<file path="src/rtl/sysctl_pkg.sv">
// Shared constants for the reset, priority and sleep control block and its controller.
package sysctl_pkg;

   // ************************************************************
   // Device register map
   // ************************************************************
   localparam logic [7:0] APP_CTRL_OFS = 8'h0C;
   localparam logic [7:0] LOW_POWER_OFS = 8'h10;
   localparam logic [31:0] APP_CTRL_RESET = 32'hFA050000;
   localparam logic [31:0] LOW_POWER_RESET = 32'h00000000;

   localparam logic [15:0] WRITE_UNLOCK_KEY = 16'h05FA;
   localparam logic [15:0] UNLOCK_KEY_READBACK = 16'hFA05;
   localparam int KEY_MSB = 31;
   localparam int KEY_LSB = 16;
   localparam int BYTE_ORDER_BIT = 15;
   localparam int SPLIT_MSB = 10;
   localparam int SPLIT_LSB = 8;
   localparam int SYS_RESET_REQ_BIT = 2;
   localparam int DEBUG_CLEAR_ACTIVE_BIT = 1;
   localparam int DEBUG_LOCAL_RESET_BIT = 0;
   localparam logic [31:0] APP_CTRL_WR_MASK = 32'hFFFF0704;

   localparam int EVENT_ON_PENDING_BIT = 4;
   localparam int DEEP_SELECT_BIT = 2;
   localparam int SLEEP_AFTER_HANDLER_BIT = 1;
   localparam logic [31:0] LOW_POWER_WR_MASK = 32'h00000016;

   localparam logic [2:0] SPLIT_RESET = 3'h0;

   // ************************************************************
   // Controller register map
   // ************************************************************
   localparam logic [7:0] CTL_ADDR_OFS = 8'h00;
   localparam logic [7:0] CTL_WDATA_OFS = 8'h04;
   localparam logic [7:0] CTL_CMD_OFS = 8'h08;
   localparam logic [7:0] CTL_STATUS_OFS = 8'h0C;
   localparam logic [7:0] CTL_RDATA_OFS = 8'h10;
   localparam int CMD_GO_BIT = 0;
   localparam int CMD_WRITE_BIT = 1;
   localparam int CMD_INSERT_KEY_BIT = 2;
   localparam int ST_BUSY_BIT = 0;
   localparam int ST_RESET_REQ_BIT = 1;
   localparam int ST_DEEP_BIT = 2;
   localparam int ST_LOW_POWER_BIT = 3;

   typedef enum logic [0:0] {
      HOST_IDLE = 1'b0,
      HOST_WAIT = 1'b1
   } host_state_e;

endpackage
</file>
<file path="src/rtl/sysctl_if.sv">
// Link between the system control block and its controller.
`timescale 1ns/10ps
interface sysctl_if;
   logic reg_req;
   logic reg_wr;
   logic [7:0] reg_addr;
   logic [31:0] reg_wdata;
   logic [31:0] reg_rdata;
   logic reg_ack;
   logic reset_req;
   logic deep_sel;
   logic low_power;

   modport dev (
      input reg_req, reg_wr, reg_addr, reg_wdata,
      output reg_rdata, reg_ack, reset_req, deep_sel, low_power
   );
   modport host (
      output reg_req, reg_wr, reg_addr, reg_wdata,
      input reg_rdata, reg_ack, reset_req, deep_sel, low_power
   );
endinterface

</file>
<file path="src/rtl/sysctl_dev.sv">
// System control block: keyed reset/priority register and low-power control register.
//
// The APB register port is this design's own decision.
`timescale 1ns/10ps
module sysctl_dev (
   input wire logic pclk,
   input wire logic presetn,
   sysctl_if.dev link,
   input wire logic [3:0] new_priority,
   input wire logic [3:0] active_priority,
   input wire logic wait_for_event_instr,
   input wire logic send_event_instr,
   input wire logic ext_event,
   input wire logic event_pend,
   input wire logic irq_pend_enabled,
   input wire logic irq_pend_disabled,
   input wire logic handler_to_thread,
   output logic preempt,
   output logic [3:0] group_mask,
   output logic event_latched
);

   // ************************************************************
   // State
   // ************************************************************
   typedef struct packed {
      logic [2:0] split;
      logic ev_on_pend;
      logic deep;
      logic sleep_exit;
      logic rst_req;
      logic [31:0] rdata;
      logic ack;
      logic ev_latch;
      logic waiting;
      logic preempt;
      logic [3:0] mask;
   } dev_state_s;

   dev_state_s st_r;
   dev_state_s st_nxt;

   logic key_ok;
   logic wr_take;
   logic rd_take;
   logic wake;
   logic [3:0] mask_c;
   logic [31:0] app_rd;
   logic [31:0] lp_rd;

   // ************************************************************
   // Combinational next state
   // ************************************************************
   always_comb begin
      st_nxt = st_r;
      st_nxt.ack = 1'b0;
      rd_take = link.reg_req && !link.reg_wr && !st_r.ack;
      wr_take = link.reg_req && link.reg_wr && !st_r.ack;
      // Only the exact unlock value opens the register; the readback key does not.
      // The check is made on the word exactly as the host presents it.
      key_ok = (link.reg_wdata[sysctl_pkg::KEY_MSB:sysctl_pkg::KEY_LSB]
                == sysctl_pkg::WRITE_UNLOCK_KEY);

      // Key status, byte order zero, split, and debug/reset bits zero.
      app_rd = 32'h00000000;
      app_rd[sysctl_pkg::KEY_MSB:sysctl_pkg::KEY_LSB] = sysctl_pkg::UNLOCK_KEY_READBACK;
      app_rd[sysctl_pkg::BYTE_ORDER_BIT] = 1'b0;
      app_rd[sysctl_pkg::SPLIT_MSB:sysctl_pkg::SPLIT_LSB] = st_r.split;
      app_rd[sysctl_pkg::SYS_RESET_REQ_BIT] = 1'b0;
      app_rd[sysctl_pkg::DEBUG_CLEAR_ACTIVE_BIT] = 1'b0;
      app_rd[sysctl_pkg::DEBUG_LOCAL_RESET_BIT] = 1'b0;

      lp_rd = 32'h00000000;
      lp_rd[sysctl_pkg::EVENT_ON_PENDING_BIT] = st_r.ev_on_pend;
      lp_rd[sysctl_pkg::DEEP_SELECT_BIT] = st_r.deep;
      lp_rd[sysctl_pkg::SLEEP_AFTER_HANDLER_BIT] = st_r.sleep_exit;

      // The acknowledge is a one-cycle pulse. A request still high in that cycle is
      // not taken again, so the host may drop it at the edge that sees the pulse.
      // Every request is answered, refused writes included, so the host never stalls.
      if (link.reg_req && !st_r.ack) begin
         st_nxt.ack = 1'b1;
      end

      // Unmapped offsets read as zero.
      if (rd_take) begin
         case (link.reg_addr)
            sysctl_pkg::APP_CTRL_OFS: st_nxt.rdata = app_rd;
            sysctl_pkg::LOW_POWER_OFS: st_nxt.rdata = lp_rd;
            default: st_nxt.rdata = 32'h00000000;
         endcase
      end

      // Only the split field and the reset request take write data; the other
      // fields of the keyed register are fixed.
      if (wr_take) begin
         case (link.reg_addr)
            sysctl_pkg::APP_CTRL_OFS: begin
               if (key_ok) begin
                  st_nxt.split = link.reg_wdata[sysctl_pkg::SPLIT_MSB:sysctl_pkg::SPLIT_LSB];
                  if (link.reg_wdata[sysctl_pkg::SYS_RESET_REQ_BIT]) begin
                     st_nxt.rst_req = 1'b1;
                  end
               end
            end
            sysctl_pkg::LOW_POWER_OFS: begin
               st_nxt.ev_on_pend = link.reg_wdata[sysctl_pkg::EVENT_ON_PENDING_BIT];
               st_nxt.deep = link.reg_wdata[sysctl_pkg::DEEP_SELECT_BIT];
               st_nxt.sleep_exit = link.reg_wdata[sysctl_pkg::SLEEP_AFTER_HANDLER_BIT];
            end
            default: begin
            end
         endcase
      end

      // ************************************************************
      // Priority split and wake logic
      // ************************************************************
      // Binary point: bits of the priority that count as group.
      case (st_r.split)
         3'h4: mask_c = 4'hE;
         3'h5: mask_c = 4'hC;
         3'h6: mask_c = 4'h8;
         3'h7: mask_c = 4'h0;
         default: mask_c = 4'hF;
      endcase
      st_nxt.mask = mask_c;
      // With the whole value taken as subpriority nothing ever preempts.
      st_nxt.preempt = (new_priority & mask_c) < (active_priority & mask_c);

      // Wake sources; disabled interrupts count only with event-on-pending set.
      wake = event_pend || irq_pend_enabled
             || (st_r.ev_on_pend && irq_pend_disabled)
             || send_event_instr || ext_event;

      // Sleep-on-exit shares the wait flag, so the same wake sources end it.
      // The wait flag is the low-power indication seen by the power logic;
      // its depth comes from the deep select bit alone.
      if (st_r.waiting) begin
         if (wake) begin
            st_nxt.waiting = 1'b0;
         end
      end else if (wait_for_event_instr) begin
         // A latched or simultaneous event lets the wait finish at once.
         if (st_r.ev_latch || wake) begin
            st_nxt.ev_latch = 1'b0;
         end else begin
            st_nxt.waiting = 1'b1;
         end
      end else begin
         if (wake) begin
            st_nxt.ev_latch = 1'b1;
         end
         if (handler_to_thread && st_r.sleep_exit) begin
            st_nxt.waiting = 1'b1;
         end
      end
   end

   // ************************************************************
   // Registers
   // ************************************************************
   always_ff @(posedge pclk or negedge presetn) begin
      if (!presetn) begin
         // Reset leaves the split at its all-group setting and clears the request.
         st_r.split <= sysctl_pkg::SPLIT_RESET;
         st_r.ev_on_pend <= sysctl_pkg::LOW_POWER_RESET[sysctl_pkg::EVENT_ON_PENDING_BIT];
         st_r.deep <= sysctl_pkg::LOW_POWER_RESET[sysctl_pkg::DEEP_SELECT_BIT];
         st_r.sleep_exit <= sysctl_pkg::LOW_POWER_RESET[sysctl_pkg::SLEEP_AFTER_HANDLER_BIT];
         st_r.rst_req <= 1'b0;
         st_r.rdata <= 32'h00000000;
         st_r.ack <= 1'b0;
         st_r.ev_latch <= 1'b0;
         st_r.waiting <= 1'b0;
         st_r.preempt <= 1'b0;
         st_r.mask <= 4'hF;
      end else begin
         st_r <= st_nxt;
      end
   end

   // ************************************************************
   // Outputs
   // ************************************************************
   // The request is only ever set here; only presetn clears it.
   assign link.reset_req = st_r.rst_req;
   assign link.reg_rdata = st_r.rdata;
   assign link.reg_ack = st_r.ack;
   assign link.deep_sel = st_r.deep;
   assign link.low_power = st_r.waiting;
   assign preempt = st_r.preempt;
   assign group_mask = st_r.mask;
   assign event_latched = st_r.ev_latch;

endmodule

</file>
<file path="src/flat_wrapper.sv">
// flat-port wrapper written by rule: the top's interface ports become plain ports
module sysctl_dev_flat 
  (pclk, presetn, new_priority, active_priority, wait_for_event_instr, send_event_instr, ext_event, event_pend, irq_pend_enabled, irq_pend_disabled, handler_to_thread, preempt, group_mask, event_latched, link_reg_req, link_reg_wr, link_reg_addr, link_reg_wdata, link_reg_rdata, link_reg_ack, link_reset_req, link_deep_sel, link_low_power);
  sysctl_if link_i ();
  input wire logic pclk;
  input wire logic presetn;
  input wire logic [3:0] new_priority;
  input wire logic [3:0] active_priority;
  input wire logic wait_for_event_instr;
  input wire logic send_event_instr;
  input wire logic ext_event;
  input wire logic event_pend;
  input wire logic irq_pend_enabled;
  input wire logic irq_pend_disabled;
  input wire logic handler_to_thread;
  output logic preempt;
  output logic [3:0] group_mask;
  output logic event_latched;
  input wire logic [$bits(link_i.reg_req)-1:0] link_reg_req;
  input wire logic [$bits(link_i.reg_wr)-1:0] link_reg_wr;
  input wire logic [$bits(link_i.reg_addr)-1:0] link_reg_addr;
  input wire logic [$bits(link_i.reg_wdata)-1:0] link_reg_wdata;
  output wire logic [$bits(link_i.reg_rdata)-1:0] link_reg_rdata;
  output wire logic [$bits(link_i.reg_ack)-1:0] link_reg_ack;
  output wire logic [$bits(link_i.reset_req)-1:0] link_reset_req;
  output wire logic [$bits(link_i.deep_sel)-1:0] link_deep_sel;
  output wire logic [$bits(link_i.low_power)-1:0] link_low_power;
  assign link_i.reg_req = link_reg_req;
  assign link_i.reg_wr = link_reg_wr;
  assign link_i.reg_addr = link_reg_addr;
  assign link_i.reg_wdata = link_reg_wdata;
  assign link_reg_rdata = link_i.reg_rdata;
  assign link_reg_ack = link_i.reg_ack;
  assign link_reset_req = link_i.reset_req;
  assign link_deep_sel = link_i.deep_sel;
  assign link_low_power = link_i.low_power;
  sysctl_dev u_core (.pclk(pclk), .presetn(presetn), .link(link_i), .new_priority(new_priority), .active_priority(active_priority), .wait_for_event_instr(wait_for_event_instr), .send_event_instr(send_event_instr), .ext_event(ext_event), .event_pend(event_pend), .irq_pend_enabled(irq_pend_enabled), .irq_pend_disabled(irq_pend_disabled), .handler_to_thread(handler_to_thread), .preempt(preempt), .group_mask(group_mask), .event_latched(event_latched));
endmodule
</file>
<file path="config.mk">
export PLATFORM = sky130hd
export DESIGN_NAME = sysctl_dev_flat
export DESIGN_NICKNAME = d
export VERILOG_FILES = /design/src/rtl/sysctl_pkg.sv /design/src/rtl/sysctl_if.sv /design/src/rtl/sysctl_dev.sv /design/src/flat_wrapper.sv
export SDC_FILE = /design/constraint.sdc
export NUM_CORES = 1
export LEC_CHECK = 0
export BUFFER_PORTS_ARGS = -buffer_cell sky130_fd_sc_hd__buf_2
export CAP_MARGIN = 40
export CORE_UTILIZATION = 40
export CTS_CLUSTER_SIZE = 28
export DETAILED_ROUTE_END_ITERATION = 7
export PLACE_DENSITY = 0.93
export SETUP_SLACK_MARGIN = 0.1
export SYNTH_ARGS = -nofsm -noshare
export SYNTH_HDL_FRONTEND = slang
export SYNTH_SLANG_ARGS = --single-unit
</file>
<file path="constraint.sdc">
create_clock -name pclk -period 3.4 [get_ports pclk]
set_input_delay 0.68 -clock pclk [delete_from_list [all_inputs] [get_ports pclk]]
set_output_delay 0.68 -clock pclk [all_outputs]
set_load 0.01 [all_outputs]
</file>
### Word level (Yosys, flattened, before mapping)

Cells that the tools add are included.

* shift operators: 0
* $lt $le $gt $ge: 1
* multiplexer cells: 10
* multipliers: 0
* bitwise logic cells: 3
* divide/modulo/power cells: 0
* reduce and logical (&&, ||, !) cells: 19
* equal/unequal tests: 8
* add/subtract/negate cells: 0

Operators with widths (count)
* $pmux W32 S2: 1
* $eq A16 B11 Y1 const B: 1
* $pmux W4 S4: 1
* $eq A3 B3 Y1 const B: 4
* $and A4 B4 Y4: 2
* $eq A8 B4 Y1 const B: 1
* $eq A8 B5 Y1 const B: 1
* $logic_and A1 B1 Y1: 7
* $mux W1: 7
* $reduce_and A3 Y1: 2
* $logic_or A1 B1 Y1: 5
* $lt A4 B4 Y1: 1
* $reduce_and A4 Y1: 1
* $logic_not A1 Y1: 2
* $mux W2: 1
* $ne A2 B1 Y1 const B: 1
* $reduce_and A2 Y1: 1
* $reduce_bool A2 Y1: 1
* $not A1 Y1: 1

* logic and storage cells: 52
* ROM bits: 0
* RAM bits: 0
* input port bits: 59
* output and inout port bits: 42
* register bits: 47
* bits in latches: 0
* memories kept: 0

### Depth between registers and ports, before layout

* depth after elaboration: 8
* mapped depth: 6
* gate-level depth less buffers: 6

### Least setup slack after synthesis

Ideal clock, no wire load.

* kind: input -> register
* start point: in link_reg_wdata[16]
* end point: reg u_core.st_r (netlist bit u_core.app_rd[10])
* arrival time: 2049 ps
* required time: 3275 ps
* slack: 1226 ps
* library setup time: 125 ps
* path buffers: 0
* stages: 3
* cells stage by stage: or4b_1 or4_4 mux2_4

* longest elaborated chain between the ends: 2

Ends and longest elaborated chain
* from (decl): line flat_wrapper.sv:22 `input wire logic [$bits(link_i.reg_wdata)-1:0] link_reg_wdata;`
* $eq A16 B11 Y1: line sysctl_dev.sv:62 `== sysctl_pkg::WRITE_UNLOCK_KEY);`
* $reduce_and A3 Y1 (no source line)
* to (signal assigned): line sysctl_dev.sv:178 `st_r <= st_nxt;`
* to (decl): line sysctl_dev.sv:40 `dev_state_s st_r;`

Every way passes these cells.
A chain may end at the register's enable or synchronous reset.

### Worst setup path after layout

* start point: in link_reg_wdata[16]
* end point: reg u_core.st_r (netlist bit u_core.app_rd[8])

The elaborated chain is that of the path after synthesis.

==> flow_summary.yaml <==
final_layout:
  diodes: 0
  num-nets-final: 240
  final_cells: 208
  drive_above_1_share: 0.4915
  area_delta_synth_final_pct: 26.23
  final_area_mm2: 0.001481
  n_fill_cell: 266
logic_synthesis:
  yosys_warnings: 0
  synth-compound-area-share: 0.09701
  synth-simple-area-share: 0.1514
  synth_top_family_by_area: "buffers and inverters"
  synthesis.area_mm2: 0.001174
  ys_types: 29
  synth-seq-cells: 22
  synthMuxAreaShare: 0.06716
  syn_area_per_cell_um2: 10.67
  synth_seq_area_share: 0.4733
  synth_xor_area_frac: 0
  synth_cells: 110
  synth_fa_ha_area_frac: 0.03198
critical_path:
  arrival_ns: 2.17
  crit_fanout: 4
  cp.required_ns: 3.60
  critPathCaptureType: "flop"
  crit_path_start_kind: "input port"
  crit_type: "in2reg"
place:
  port_buffers: 72
  hpwlAfterDp_um: 2001
  place_inst: 204
  post_dp_cell_area_mm2: 0.001445
  gp_congestion: 0.6727
sta:
  setup_viol: 0
  finClkSkew_ns: 0.002249
  hold_viol: 0
  period_share: 0.5786
  tns_ns: 0
  grt_setup_unrepaired: "no"
  slew_viol_final: 0
  fin_hold_ws_ns: 0.3155
  min_period_ns: 1.967
  fmax_mhz: 508.3
cts:
  cts_sinks: 22
  tritoncts: "yes"
  htreeDepth: 1
  cts_setup_buffers: 0
  postCtsHoldBufs: 0
  clkLatencyLatePin_ns: 0.30
  cts.clk_slew.worst_paths_ns: 0.12
  cts_buffers: 3
  cts_resized: 0
  clock_path_buffers: 2
  root_buffer: "clkbuf_4"
power:
  ir_drop_uv: 232.5
  powerDensity_mw_per_mm2: 320.6
  p_leak_nw: 0.8473
global_route:
  grt_pass1_vias: 872
  grt_pass1_wl_um: 3705
  grtUsageMet2: 0.2806
  grt_use_met1: 0.1807
  antenna_found_initial: 0
  grt_max_degree: 23
  grt_busiest_layer: "met2"
  grt_usage: 0.1486
  grt_overflow: 0
  grtUsageMet3: 0.009302
detailed_routing:
  dr.pass1.iters: 4
  drtAntennaViolNets: 0
  drtIter0Drc: 7
  vias_per_cell: 4.813
  wl_per_cell_um: 11.14
  via_count: 1001
  drc: 0
  wirelength_um: 2317
floorplanning:
  rows: 19
  chipHeight_um: 56.17
  die_width_um: 56.17
  core_mm2: 0.002758
  dieArea_mm2: 0.003155
  io_pins: 101
  start_util: 0.4256
job:
  max-cap-violations: 0
outcome:
  status: "finished clean"
worst_hold_path:
  worst_hold_path_type: "in2async"
-- flip-flops by register name, indices dropped and copies added, names as in the netlist --
register,count
u_core.event_latched,1
u_core.preempt,1
u_core.group_mask,4
u_core.link.reg_ack,1
u_core.link.reset_req,1
u_core.link.low_power,1
u_core.app_rd,3
u_core.link.reg_rdata,7
u_core.lp_rd,2
u_core.link.deep_sel,1
-- cell usage after synthesis --
master,instances,area (um2)
buf_4,25,187.7
dfrtp_1,18,450.4
nand2_1,7,26.28
nor2_1,7,26.28
a22o_1,6,52.55
dfstp_2,4,105.1
inv_1,4,15.01
nand4_1,4,25.02
a21oi_1,3,15.01
and2_1,3,18.77
ha_1,3,37.54
mux2_2,3,33.78
mux2_4,3,45.04
o21ai_0,3,15.01
nor2b_1,2,12.51
nor4_1,2,12.51
a21boi_0,1,7.510
a21o_1,1,7.510
and4b_1,1,10.01
clkbuf_1,1,3.750
conb_1,1,3.750
nand2b_1,1,6.260
nand3_1,1,5.000
nand4b_1,1,8.760
nor3_1,1,5.000
o21bai_1,1,7.510
o2bb2ai_1,1,8.760
or4_4,1,11.26
or4b_1,1,10.01
-- critical path: stages --
cell    delay, ns
buf_2        0.09
or4b_1       0.51
or4_4        0.57
mux2_4       0.31
-- cell type report --
type / instances / area, um2 / share of cell area
flip-flops and latches: 22 / 555.5 / 0.3750
multi-input cells: 75 / 475.5 / 0.3209
repair buffers: 72 / 360.3 / 0.2432
well taps: 31 / 38.79 / 0.02618
clock buffers: 4 / 36.28 / 0.02449
inverters: 4 / 15.01 / 0.01014
-- power breakdown --
| group | total (mW) | internal (mW) | switching (mW) |
|---|---|---|---|
| registers | 0.268 | 0.266 | 0.00207 |
| logic | 0.0652 | 0.0306 | 0.0346 |
| clock network | 0.142 | 0.0652 | 0.0766 |
| total | 0.475 | 0.362 | 0.113 |
-- layout by cell type (no fill, tap or decap), drive strengths merged, types with 2 or more instances in the layout --
master,synthesis,final
buf,25,72
conb,1,18
dfrtp,18,18
nand2,7,7
nor2,7,7
a22o,6,6
mux2,6,6
inv,4,4
nand4,4,4
dfstp,4,4
clkbuf,1,4
and2,3,3
o21ai,3,3
a21oi,3,3
ha,3,3
nor2b,2,2
nor4,2,2
-- kinds of logic after synthesis --
kind of cell / count (synthesis)
buffers and inverters: 30
AND/OR/NAND/NOR: 32
multiplexers: 6
flip-flops: 22
adder cells (fa/ha/maj): 3
AO/OA/AOI/OAI: 16
other: 1
-- per-layer routing --
layer | up-vias | wire, um
met4 | 0 | 14
met2 | 67 | 1229
met1 | 459 | 878
met5 | - | 0
met3 | 2 | 195
li1 | 473 | -
-- worst paths after layout --
kind,cells past startpoint,to,slack (ns),startpoint
max reg2reg,4,u_core.app_rd[8]$_DFFE_PN0P_,1.70,u_core.link.reg_ack$_DFF_PN0_
max in group asynchronous,1,u_core.group_mask[2]$_DFF_PN1_,2.73,presetn
min reg2reg,1,u_core.link.reg_ack$_DFF_PN0_,0.49,u_core.link.reg_ack$_DFF_PN0_
min,1,u_core.preempt$_DFF_PN0_,0.32,presetn
min in group pclk,1,u_core.link.reg_ack$_DFF_PN0_,0.49,u_core.link.reg_ack$_DFF_PN0_
max,4,u_core.app_rd[8]$_DFFE_PN0P_,1.43,link_reg_wdata[16]
-- through the flow --
| stage | worst slack [ns] | power (mW) | utilization |
|---|---|---|---|
| 2_1_floorplan | 1.226 | 0.3150 | - |
| 3_3_place_gp | 1.116 | 0.3356 | 0.5240 |
| 6_report | 1.433 | 0.4750 | 0.5372 |
| 4_1_cts | 1.438 | 0.4795 | 0.5372 |
| 5_1_grt | 1.387 | 0.4988 | 0.5372 |
| 3_5_place_dp | 1.105 | 0.3392 | 0.5240 |
(Power assumes the default switching activity.)
